## src/logic/can_mcon_pkg.sv

```systemverilog
// constants, types and helpers shared by the message control logic
package can_mcon_pkg;

  // register byte offsets on the register bus
  localparam logic [11:0] IF1_MCON_OFS = 12'h038;
  localparam logic [11:0] IF2_MCON_OFS = 12'h098;
  localparam logic [11:0] IRQ_STATUS_OFS = 12'h100;
  localparam logic [11:0] IRQ_MASK_OFS = 12'h104;
  localparam logic [11:0] IRQ_ID_OFS = 12'h108;

  // control word reset value and bits that software may change
  localparam logic [15:0] MCON_RESET = 16'h0000;
  localparam logic [15:0] MCON_WRITABLE = 16'hff8f;

  // control word field positions
  localparam int FRESH_PAYLOAD_BIT = 15;
  localparam int OVERRUN_LOST_BIT = 14;
  localparam int IRQ_PENDING_BIT = 13;
  localparam int FILTER_USE_BIT = 12;
  localparam int TX_IRQ_EN_BIT = 11;
  localparam int RX_IRQ_EN_BIT = 10;
  localparam int AUTOREPLY_BIT = 9;
  localparam int SEND_REQUEST_BIT = 8;
  localparam int LAST_IN_CHAIN_BIT = 7;
  localparam int DLC_LSB = 0;
  localparam int DLC_W = 4;
  localparam logic [3:0] MAX_PAYLOAD = 4'h8;

  // interrupt status layout, one nibble per interface set
  localparam int EV_RX = 0;
  localparam int EV_TX = 1;
  localparam int EV_LOST = 2;
  localparam int EV_REMOTE = 3;
  localparam int EV_PER_IF = 4;
  localparam int IRQ_W = 8;
  localparam logic [7:0] IRQ_RESET = 8'h00;

  // interrupt identifier codes
  localparam logic [1:0] ID_NONE = 2'h0;
  localparam logic [1:0] ID_IF1 = 2'h1;
  localparam logic [1:0] ID_IF2 = 2'h2;

  // bus responses
  localparam logic [1:0] RESP_OKAY = 2'h0;
  localparam logic [1:0] RESP_SLVERR = 2'h2;

  typedef enum logic [2:0] {
    SEL_IF1 = 3'b000,
    SEL_IF2 = 3'b001,
    SEL_STATUS = 3'b010,
    SEL_MASK = 3'b011,
    SEL_ID = 3'b100,
    SEL_NONE = 3'b101
  } reg_sel_e;

  // byte count a length code stands for; codes above eight mean eight
  function automatic logic [3:0] payload_bytes(input logic [3:0] dlc);
    payload_bytes = (dlc > MAX_PAYLOAD) ? MAX_PAYLOAD : dlc;
  endfunction

endpackage

```

## src/logic/mcon_word.sv

```systemverilog
// one message control word with its hardware-driven flag updates
module mcon_word
  import can_mcon_pkg::*;
(
  input wire logic clk,
  input wire logic rst_n,
  input wire logic wr_en,
  input wire logic [15:0] wr_data,
  input wire logic [1:0] wr_strb,
  input wire logic data_store,
  input wire logic sw_data_write,
  input wire logic rx_dir,
  input wire logic tx_ok,
  input wire logic rx_ok,
  input wire logic remote_rx,
  input wire logic [3:0] rx_dlc,
  output logic [15:0] word
);

  logic [15:0] next_word;
  logic [15:0] lane;

  // software write first, hardware events after so that a set wins
  always_comb
  begin
    lane = {{8{wr_strb[1]}}, {8{wr_strb[0]}}} & MCON_WRITABLE; // see RULE14
    next_word = word;
    if (wr_en)
    begin
      next_word = (word & ~lane) | (wr_data & lane); // see RULE12
    end
    // a finished send drops the request unless software re-arms it
    if (tx_ok && !(wr_en && wr_strb[1] && wr_data[SEND_REQUEST_BIT]))
    begin
      next_word[SEND_REQUEST_BIT] = 1'b0; // see RULE11
    end
    if (data_store || sw_data_write)
    begin
      next_word[FRESH_PAYLOAD_BIT] = 1'b1; // see RULE2
    end
    // old flag value decides, a same-cycle clear does not hide the loss
    if (data_store && rx_dir && word[FRESH_PAYLOAD_BIT])
    begin
      next_word[OVERRUN_LOST_BIT] = 1'b1; // see RULE3
    end
    if ((tx_ok && word[TX_IRQ_EN_BIT]) || (rx_ok && word[RX_IRQ_EN_BIT]))
    begin
      next_word[IRQ_PENDING_BIT] = 1'b1; // see RULE7 see RULE8
    end
    if (remote_rx && word[AUTOREPLY_BIT])
    begin
      next_word[SEND_REQUEST_BIT] = 1'b1; // see RULE9
    end
    if (data_store)
    begin
      next_word[DLC_LSB +: DLC_W] = rx_dlc; // see RULE13
    end
  end

  // register
  always_ff @(posedge clk or negedge rst_n)
  begin
    if (!rst_n)
      word <= MCON_RESET; // see RULE10
    else
      word <= next_word;
  end
endmodule

```

## src/logic/can_if_message_control.sv

```systemverilog
// message control words of both interface sets behind an AXI4-Lite slave
// Functional notes
// RULE1: upper sixteen bits read zero, write zero
// RULE2: fresh flag set on new data, sticky
// RULE3: receive overrun sets lost flag until cleared
// RULE4: pending marks source; identifier picks highest priority
// RULE5: filter-use bit enables acceptance mask
// RULE6: software programs mask before object valid
// RULE7: transmit enable lets sent frame set pending
// RULE8: receive enable lets received frame set pending
// RULE9: autoreply lets remote frame set send request
// RULE10: two words at 0x38, 0x98, reset zero
// RULE11: send request high until send done
// RULE12: last-in-chain bit kept as software writes
// RULE13: length over eight means eight; store overwrites
// RULE14: bits six to four reserved, read zero
//
// The AXI4-Lite slave port was left to the implementer.
module can_if_message_control
  import can_mcon_pkg::*;
(
  input wire logic CORE_CLK,
  input wire logic NRST,
  input wire logic [11:0] AWADDR,
  input wire logic AWVALID,
  output logic AWREADY,
  input wire logic [31:0] WDATA,
  input wire logic [3:0] WSTRB,
  input wire logic WVALID,
  output logic WREADY,
  output logic [1:0] BRESP,
  output logic BVALID,
  input wire logic BREADY,
  input wire logic [11:0] ARADDR,
  input wire logic ARVALID,
  output logic ARREADY,
  output logic [31:0] RDATA,
  output logic [1:0] RRESP,
  output logic RVALID,
  input wire logic RREADY,
  input wire logic [1:0] DATA_STORE,
  input wire logic [1:0] SW_DATA_WRITE,
  input wire logic [1:0] RX_DIR,
  input wire logic [1:0] TX_OK,
  input wire logic [1:0] RX_OK,
  input wire logic [1:0] REMOTE_RX,
  input wire logic [3:0] RX_DLC_IF1,
  input wire logic [3:0] RX_DLC_IF2,
  output logic [1:0] FILTER_USE,
  output logic [1:0] SEND_REQUEST,
  output logic [3:0] PAYLOAD_BYTES_IF1,
  output logic [3:0] PAYLOAD_BYTES_IF2,
  output logic [1:0] IRQ_ID,
  output logic IRQ
);

  // map a byte address onto a register
  function automatic reg_sel_e decode(input logic [11:0] addr);
    decode = SEL_NONE;
    case ({addr[11:2], 2'b00})
      IF1_MCON_OFS: decode = SEL_IF1; // see RULE10
      IF2_MCON_OFS: decode = SEL_IF2; // see RULE10
      IRQ_STATUS_OFS: decode = SEL_STATUS;
      IRQ_MASK_OFS: decode = SEL_MASK;
      IRQ_ID_OFS: decode = SEL_ID;
      default: decode = SEL_NONE;
    endcase
  endfunction

  ////////////////////////////////////////////////////////////////////////////
  // reset release through two flops; only the second is used
  logic rst_meta, rst_n;

  always_ff @(posedge CORE_CLK or negedge NRST)
  begin
    if (!NRST)
    begin
      rst_meta <= 1'b0;
      rst_n <= 1'b0;
    end
    else
    begin
      rst_meta <= 1'b1;
      rst_n <= rst_meta;
    end
  end

  ////////////////////////////////////////////////////////////////////////////
  // write channel: address and data held separately, then applied together
  logic aw_full, w_full, next_aw_full, next_w_full;
  logic [11:0] aw_addr, next_aw_addr;
  logic [31:0] w_data, next_w_data;
  logic [3:0] w_strb, next_w_strb;
  logic next_awready, next_wready, next_bvalid, wr_fire;
  logic [1:0] next_bresp;
  reg_sel_e wr_sel;

  always_comb
  begin
    next_aw_full = aw_full;
    next_w_full = w_full;
    next_aw_addr = aw_addr;
    next_w_data = w_data;
    next_w_strb = w_strb;
    next_bvalid = BVALID;
    next_bresp = BRESP;
    wr_sel = decode(aw_addr);
    wr_fire = aw_full && w_full && !BVALID;
    if (AWVALID && AWREADY)
    begin
      next_aw_full = 1'b1;
      next_aw_addr = AWADDR;
    end
    if (WVALID && WREADY)
    begin
      next_w_full = 1'b1;
      next_w_data = WDATA;
      next_w_strb = WSTRB;
    end
    if (BVALID && BREADY)
      next_bvalid = 1'b0;
    if (wr_fire)
    begin
      next_aw_full = 1'b0;
      next_w_full = 1'b0;
      next_bvalid = 1'b1;
      // the identifier is read-only, so writing it is an error too
      next_bresp = (wr_sel == SEL_NONE || wr_sel == SEL_ID) ?
                   RESP_SLVERR : RESP_OKAY;
    end
    // ready only while the holding slot is empty and no answer waits
    next_awready = !next_aw_full && !next_bvalid;
    next_wready = !next_w_full && !next_bvalid;
  end

  always_ff @(posedge CORE_CLK or negedge rst_n)
  begin
    if (!rst_n)
    begin
      aw_full <= 1'b0;
      w_full <= 1'b0;
      aw_addr <= 12'h000;
      w_data <= 32'h0000_0000;
      w_strb <= 4'h0;
      AWREADY <= 1'b0;
      WREADY <= 1'b0;
      BVALID <= 1'b0;
      BRESP <= RESP_OKAY;
    end
    else
    begin
      aw_full <= next_aw_full;
      w_full <= next_w_full;
      aw_addr <= next_aw_addr;
      w_data <= next_w_data;
      w_strb <= next_w_strb;
      AWREADY <= next_awready;
      WREADY <= next_wready;
      BVALID <= next_bvalid;
      BRESP <= next_bresp;
    end
  end

  ////////////////////////////////////////////////////////////////////////////
  // the two control words
  logic [15:0] mcon1, mcon2;

  mcon_word u_if1 (
    .clk(CORE_CLK),
    .rst_n(rst_n),
    .wr_en(wr_fire && wr_sel == SEL_IF1),
    .wr_data(w_data[15:0]), // see RULE1
    .wr_strb(w_strb[1:0]),
    .data_store(DATA_STORE[0]),
    .sw_data_write(SW_DATA_WRITE[0]),
    .rx_dir(RX_DIR[0]),
    .tx_ok(TX_OK[0]),
    .rx_ok(RX_OK[0]),
    .remote_rx(REMOTE_RX[0]),
    .rx_dlc(RX_DLC_IF1),
    .word(mcon1)
  );

  mcon_word u_if2 (
    .clk(CORE_CLK),
    .rst_n(rst_n),
    .wr_en(wr_fire && wr_sel == SEL_IF2),
    .wr_data(w_data[15:0]), // see RULE1
    .wr_strb(w_strb[1:0]),
    .data_store(DATA_STORE[1]),
    .sw_data_write(SW_DATA_WRITE[1]),
    .rx_dir(RX_DIR[1]),
    .tx_ok(TX_OK[1]),
    .rx_ok(RX_OK[1]),
    .remote_rx(REMOTE_RX[1]),
    .rx_dlc(RX_DLC_IF2),
    .word(mcon2)
  );

  ////////////////////////////////////////////////////////////////////////////
  // sticky event status, write-one-to-clear, set wins over clear
  logic [7:0] irq_status, irq_mask, next_irq_status, next_irq_mask, events;
  logic next_irq;
  logic [1:0] next_irq_id, next_filter_use, next_send_request;
  logic [3:0] next_bytes1, next_bytes2;

  always_comb
  begin
    events = {REMOTE_RX[1], DATA_STORE[1] & RX_DIR[1] & mcon2[15],
              TX_OK[1], RX_OK[1],
              REMOTE_RX[0], DATA_STORE[0] & RX_DIR[0] & mcon1[15],
              TX_OK[0], RX_OK[0]};
    next_irq_status = irq_status;
    next_irq_mask = irq_mask;
    if (wr_fire && wr_sel == SEL_STATUS && w_strb[0])
      next_irq_status = irq_status & ~w_data[IRQ_W-1:0];
    if (wr_fire && wr_sel == SEL_MASK && w_strb[0])
      next_irq_mask = w_data[IRQ_W-1:0];
    next_irq_status = next_irq_status | events;
    next_irq = |(next_irq_status & next_irq_mask);
    // interface set one has the higher priority
    if (mcon1[IRQ_PENDING_BIT])
      next_irq_id = ID_IF1; // see RULE4
    else if (mcon2[IRQ_PENDING_BIT])
      next_irq_id = ID_IF2; // see RULE4
    else
      next_irq_id = ID_NONE;
    next_filter_use = {mcon2[FILTER_USE_BIT], mcon1[FILTER_USE_BIT]}; // see RULE5
    next_send_request = {mcon2[SEND_REQUEST_BIT], mcon1[SEND_REQUEST_BIT]};
    next_bytes1 = payload_bytes(mcon1[DLC_LSB +: DLC_W]); // see RULE13
    next_bytes2 = payload_bytes(mcon2[DLC_LSB +: DLC_W]); // see RULE13
  end

  always_ff @(posedge CORE_CLK or negedge rst_n)
  begin
    if (!rst_n)
    begin
      irq_status <= IRQ_RESET;
      irq_mask <= IRQ_RESET;
      IRQ <= 1'b0;
      IRQ_ID <= ID_NONE;
      FILTER_USE <= 2'h0;
      SEND_REQUEST <= 2'h0;
      PAYLOAD_BYTES_IF1 <= 4'h0;
      PAYLOAD_BYTES_IF2 <= 4'h0;
    end
    else
    begin
      irq_status <= next_irq_status;
      irq_mask <= next_irq_mask;
      IRQ <= next_irq;
      IRQ_ID <= next_irq_id;
      FILTER_USE <= next_filter_use;
      SEND_REQUEST <= next_send_request;
      PAYLOAD_BYTES_IF1 <= next_bytes1;
      PAYLOAD_BYTES_IF2 <= next_bytes2;
    end
  end

  ////////////////////////////////////////////////////////////////////////////
  // read channel: one-cycle answer, data captured at the address handshake
  logic next_arready, next_rvalid;
  logic [31:0] next_rdata;
  logic [1:0] next_rresp;
  reg_sel_e rd_sel;

  always_comb
  begin
    next_rvalid = RVALID;
    next_rdata = RDATA;
    next_rresp = RRESP;
    rd_sel = decode(ARADDR);
    if (RVALID && RREADY)
      next_rvalid = 1'b0;
    if (ARVALID && ARREADY)
    begin
      next_rvalid = 1'b1;
      next_rresp = RESP_OKAY;
      // upper half is never stored, so it always reads zero
      case (rd_sel)
        SEL_IF1: next_rdata = {16'h0000, mcon1}; // see RULE1
        SEL_IF2: next_rdata = {16'h0000, mcon2}; // see RULE1
        SEL_STATUS: next_rdata = {24'h00_0000, irq_status};
        SEL_MASK: next_rdata = {24'h00_0000, irq_mask};
        SEL_ID: next_rdata = {30'h0000_0000, IRQ_ID};
        default:
        begin
          next_rdata = 32'h0000_0000;
          next_rresp = RESP_SLVERR;
        end
      endcase
    end
    next_arready = !next_rvalid;
  end

  always_ff @(posedge CORE_CLK or negedge rst_n)
  begin
    if (!rst_n)
    begin
      ARREADY <= 1'b0;
      RVALID <= 1'b0;
      RDATA <= 32'h0000_0000;
      RRESP <= RESP_OKAY;
    end
    else
    begin
      ARREADY <= next_arready;
      RVALID <= next_rvalid;
      RDATA <= next_rdata;
      RRESP <= next_rresp;
    end
  end
endmodule

```

## config.mk

```make
export PLATFORM = sky130hd
export DESIGN_NAME = can_if_message_control
export DESIGN_NICKNAME = d
export VERILOG_FILES = /design/src/logic/can_mcon_pkg.sv /design/src/logic/mcon_word.sv /design/src/logic/can_if_message_control.sv
export SDC_FILE = /design/constraint.sdc
export NUM_CORES = 1
export LEC_CHECK = 0
export ABC_AREA = 1
export BUFFER_PORTS_ARGS = -buffer_cell sky130_fd_sc_hd__buf_2
export CAP_MARGIN = 5
export CELL_PAD_IN_SITES_DETAIL_PLACEMENT = 0
export CELL_PAD_IN_SITES_GLOBAL_PLACEMENT = 1
export CORE_MARGIN = 2
export CORE_UTILIZATION = 24
export CTS_CLUSTER_DIAMETER = 200
export DETAILED_ROUTE_END_ITERATION = 7
export PLACE_DENSITY = 0.64
export SYNTH_ARGS = -nofsm -noshare
export SYNTH_HDL_FRONTEND = slang
export SYNTH_SLANG_ARGS = --single-unit
```

## constraint.sdc

```tcl
create_clock -name CORE_CLK -period 6.1 [get_ports CORE_CLK]
set_input_delay 0.61 -clock CORE_CLK [delete_from_list [all_inputs] [get_ports CORE_CLK]]
set_output_delay 0.61 -clock CORE_CLK [all_outputs]
set_load 0.01 [all_outputs]
```

# Yosys cells after proc, flatten, opt, wreduce, memory -nomap -nowiden

Cells that the tools add are included.

Register bits: 138
Input bits: 87
Word-level logic and storage cells: 160

Magnitude comparators: 2
Eq/ne operators: 19
Multiplexer cells: 33
Bitwise gates (word level): 14
Reduce and logical (&&, ||, !) cells: 57

Operator list:

| cell                                                  | count |
|---|---|
| case mux 16 bit (5 select lines)                      | 1 |
| equality test 10 x 7 -> 1 bit (second input constant) | 6 |
| AND 16 bit                                            | 3 |
| 2-to-1 mux 16 bit                                     | 2 |
| OR 16 bit                                             | 2 |
| logical AND 1 bit                                     | 31 |
| case mux 3 bit (5 select lines)                       | 2 |
| equality test 10 x 4 -> 1 bit (second input constant) | 2 |
| equality test 10 x 6 -> 1 bit (second input constant) | 2 |
| 2-to-1 mux 1 bit                                      | 18 |
| AND 8 bit                                             | 2 |
| 2-to-1 mux 4 bit                                      | 4 |
| 2-to-1 mux 8 bit                                      | 2 |
| inverter 16 bit                                       | 1 |
| nonzero test 2 bit                                    | 8 |
| equality test 3 x 2 -> 1 bit (second input constant)  | 4 |
| equality test 3 bit (second input constant)           | 3 |
| greater-than comparator 4 bit (second input constant) | 2 |
| 2-to-1 mux 2 bit                                      | 4 |
| inverter 8 bit                                        | 1 |
| OR 8 bit                                              | 1 |
| OR reduction 8 bit                                    | 1 |
| logical NOT 1 bit                                     | 7 |
| equality test 3 x 1 -> 1 bit (second input constant)  | 2 |
| 5 further kinds                                       | 14 |

# Longest topological paths before layout

Depth in word-level cells: 10
Mapped depth: 12
Mapped depth without buffers: 12

# By module

Synthesis repeated with hierarchy kept, for this count alone.

Cell total of the unflattened synthesis: 689
Area, all modules: 5408.9 um^2

Modules (own cells, without submodules):

| module                 | instances | cells each | area an instance (um^2) | seq. area each (um^2) |
|---|---|---|---|---|
| can_if_message_control | 1         | 501        | 4057.6                  | 2152.1 |
| mcon_word              | 2         | 94         | 675.6                   | 325.3 |

# Least setup slack after synthesis

Ideal clock, no wire load.

Kind: in2reg
Start: input port ARADDR[2]
End: register RDATA[2]
Arrival: 1481 ps
Required time: 6035 ps
Setup slack: 4554 ps
Cell stages on the path: 9
Path buffers: 0
Cells stage by stage: inv_1 nand2_1 nor3_1 nand3_2 inv_1 nand2_1 o211ai_1 o21ai_1 nand2_1

Word-level cells in the longest chain between the ends: 4

Ends and longest elaborated chain:

| what                                                        | RTL line                      | text |
|---|---|---|
| start, declared                                             | can_if_message_control.sv:34  | `input wire logic [11:0] ARADDR,` |
| equality test 10 x 7 -> 1 bit, or another cell as far along | can_if_message_control.sv:60  | `case ({addr[11:2], 2'b00})` |
| case mux 3 bit (5 select lines) (*)                         | can_if_message_control.sv:60  |  |
| equality test 3 bit, or another cell as far along           | can_if_message_control.sv:280 | `case (rd_sel)` |
| case mux 16 bit (5 select lines) (*)                        | can_if_message_control.sv:280 |  |
| end signal, assigned                                        | can_if_message_control.sv:309 | `RDATA <= next_rdata;` |
| end, declared                                               | can_if_message_control.sv:37  | `output logic [31:0] RDATA,` |

Every way passes the cells marked *; elsewhere a longest branch is shown, timed or not.
A chain may end at the register's enable or synchronous reset.

# Worst setup path after layout

Start: register w_strb[0]
End: register IRQ

Word-level cells in the longest chain between the ends: 5

Ends and longest elaborated chain:

| what                         | RTL line                      | text |
|---|---|---|
| start, declared              | can_if_message_control.sv:93  | `logic [3:0] w_strb, next_w_strb;` |
| start signal, assigned       | can_if_message_control.sv:156 | `w_strb <= next_w_strb;` |
| logical AND 1 bit            | can_if_message_control.sv:215 | `if (wr_fire && wr_sel == SEL_STATUS && w_strb[0])` |
| 2-to-1 mux 8 bit             | can_if_message_control.sv:215 |  |
| OR 8 bit                     | can_if_message_control.sv:219 | `next_irq_status = next_irq_status \| events;` |
| named net next_irq_status[6] | can_if_message_control.sv:202 | `logic [7:0] irq_status, irq_mask, next_irq_status, next_irq_mask, events;` |
| AND 8 bit                    | can_if_message_control.sv:220 | `next_irq = \|(next_irq_status & next_irq_mask);` |
| OR reduction 8 bit           | can_if_message_control.sv:220 |  |
| named net next_irq           | can_if_message_control.sv:203 | `logic next_irq;` |
| end signal, assigned         | can_if_message_control.sv:251 | `IRQ <= next_irq;` |
| end, declared                | can_if_message_control.sv:54  | `output logic IRQ` |

The timed path passes the listed nets, and every way through them passes these cells.

==> results.md <==
* First-pass GRT wire length at 24.0 mm
* Initial DRC Count at 228
* WP buf/inv at 0
* Clock root cell: clkbuf_16
* Final Max Tran Viols at 0
* Status: completed
* CTS tree: yes
* Clk buf depth at 2
* Core area at 21,800 sq um
* Post-cts gate resize count at 0
* Clock transition at path regs at 80 ps
* CP peak stage delay at 1110 ps
* CTS Hold Buffers Added at 0
* Overall routing resource usage at 13.0%
* Pin count of the biggest net entering global routing at 65
* Top delay family on crit path: flip-flops
* Kind of end point of the critical path: flop
* Worst-skew pair later-pin latency at 360 ps
* Per-cell routed wire length at 14.2 um
* Pwr Density at 330 nW/um^2
* EDFF count, synth at 0
* Total routed wirelength at 14.6 mm
* Post-route DRC at 0
* Ys Warns at 0
* Slowest library cell on the worst path: dfrtp_1
* DIE HEIGHT at 153 um
* Detailed Place HPWL at 11.0 mm
* Kind of critical path: flop to flop
* Count leader, synth: nand2_1
* Worst r2r src: w_strb[0]
* Post-synthesis sequential area ratio at 52.4%
* Die width at 153 um
* Clock skew at 9.42 ps
* Via Count at 4,316
* Area contributors post-synth: dfrtp_1, nand2_1, inv_1
* Final #Nets at 833
* H-tree depth at 3
* Post-CTS setup buffer count at 0
* Hold Crit Class: input pin to asynchronous set/reset pin
* Synthesized flop and latch total at 112
* CP max FO at 31
* Largest area contributor in the netlist: dfrtp_1
* Leak Pwr at 3.34 nW
* Tcrit/Tclk final at 35.0%
* Synth Instances at 651
* PortBufs at 102
* Mapped cell area at 5340 sq um
* Ports at 143
* R2R depth at 7
* Final setup viols at 0
* Antenna-violating nets left at 0
* Relative slew slack at 23.8%
* Reg2Reg Capture Point: IRQ
* Main synth FF type: dfrtp_1
* Async S/R FF share, synth at 100%
* Die footprint at 23,500 sq um
* CP cell instances: nand4_4 > o21ai_1 > nand2_1 > nand2_1 > nand2_1 > nor2_1 > nand2_1
* Starting density of the core at 24.5%
* Largest family of logic cells by synthesized area: simple AND/OR/NAND/NOR gates
* Netlist cell types at 36
* RSZ-0062 raised after global routing: false
* Remaining Overflow, GRT at 0
* Post-Synth Adder-Cell Area at 0%
* Fmax at 469 MHz
* Critical Path AT at 2380 ps
* VDD IR max at 0.000211 V
* MaxCap Viol Count at 0
* Total power at 2.09 mW
* Post-layout min period at 2130 ps
* CTS Buf Count at 9
* Worst-Margin Slew at 1140 ps
* Mux cell area share after synthesis at 0%
* Initial antenna violation count at 1
* Share of layout cells above drive strength 1 at 20.5%
* TritonRoute pass-1 iters at 4
* Area Overhead vs Synth at 18.9%
* Synth Area in Compound Gates at 10.1%
* Setup TNS Final at 0 ps
* Crit path top cell by count: nand2_1
* Vias in the first global route at 4,443
* Startpoint Class: flop
* # clock sinks at 112
* Site Rows at 54
* Top-area cell type share of the netlist area at 52.4%
* Synthesized area per cell at 8.21 sq um
* R2r setup slk at 3970 ps
* Routability cong. at 0.774
* Synth Area in Simple Gates at 26.1%
* XOR/XNOR Fraction of Synth Area at 0%
* Worst EP required at 6350 ps
* Synth top cells by count: nand2_1, dfrtp_1, inv_1
* Final Hold Fails at 0
* Vias/cell at 4.18
[through the flow]
step           hold slack (ps)  setup slack [ps]  cell area (sq um)  util, %  instances
6_report                  25.8              3970               6350     29.1       1032
5_1_grt                   4.26              3760               6350     29.1       1031
4_1_cts                   7.91              3930               6350     29.1       1031
3_5_place_dp               341              3820               6050     27.7       1015
3_3_place_gp               337              3890               6050     27.7       1015
2_1_floorplan              314              2750               5410        -        668
[logic make-up after synthesis]
logic type	Yosys count
other	2
AND/OR/NAND/NOR	311
AO/OA/AOI/OAI	94
flip-flops	112
buffers and inverters	132
[power breakdown]
group	internal, mW	switching, mW
Clock	0.290	0.301
Sequential	0.876	0.141
Combinational	0.154	0.333
[layout make-up]
class / instances / area (sq um)
antenna: 1 / 2.50
clock buffer: 9 / 225
clock inverter: 7 / 77.6
fill: 2417 / 15500
inverter: 95 / 357
multi-input combinational: 424 / 2010
sequential: 112 / 2810
tap: 280 / 350
timing repair buffer: 104 / 526
[per-layer routing]
layer  vias to the layer above  global-route usage, %  wire, um
met5                         -                      0         7
met4                         2                   2.12        99
met3                        11                   3.83       856
met2                       105                   20.9      6560
met1                      1972                   17.7      7100
li1                       2226                      -         -
[flip-flops by register name (all words and copies together), names as in the netlist, 2 cells and up, named ones only]
name / cells
u_if2.word: 8
irq_status: 8
FILTER_USE: 2
w_strb: 2
aw_addr: 10
RDATA: 16
IRQ_ID: 2
SEND_REQUEST: 2
u_if1.word: 8
PAYLOAD_BYTES_IF1: 4
irq_mask: 8
PAYLOAD_BYTES_IF2: 4
w_data: 16
[worst register-to-register path: cells and delay by family (launching register included)]
| family | cells | cell delay, ps |
|---|---|---|
| flops | 1 | 1110 |
| simple gates | 6 | 690 |
| compound gates | 1 | 220 |
[worst max-delay path by stage]
stage	from	endpoint	depth (start not counted)
final	w_strb[0]	IRQ	7
after detailed placement	ARVALID	RVALID	5
after global routing	w_strb[0]	IRQ	7
after global placement	ARVALID	RVALID	5
after floorplan	rst_n	ARREADY	0
after CTS	w_strb[0]	IRQ	7
[layout by cell type, fill, tap and decap left out, types with 2 or more instances in the layout]
master / synthesis / layout
a21oi_1: 7 / 7
a22o_1: 3 / 3
buf_2: 3 / 102
buf_4: 20 / 2
clkbuf_16: 0 / 9
clkinv_4: 0 / 2
clkinv_8: 0 / 2
conb_1: 2 / 19
dfrtp_1: 112 / 111
inv_1: 82 / 82
inv_2: 13 / 13
nand2_1: 198 / 198
nand2_2: 5 / 5
nand3_1: 22 / 22
nand3b_1: 2 / 2
nand4_1: 20 / 20
nand4_4: 2 / 2
nor2_1: 38 / 38
nor2_2: 5 / 5
nor2_4: 4 / 4
nor3_1: 10 / 10
o2111ai_1: 2 / 2
o211ai_1: 7 / 7
o21a_1: 4 / 4
o21ai_0: 44 / 44
o21ai_1: 12 / 12
o22ai_1: 11 / 11
(Power assumes the default switching activity.)
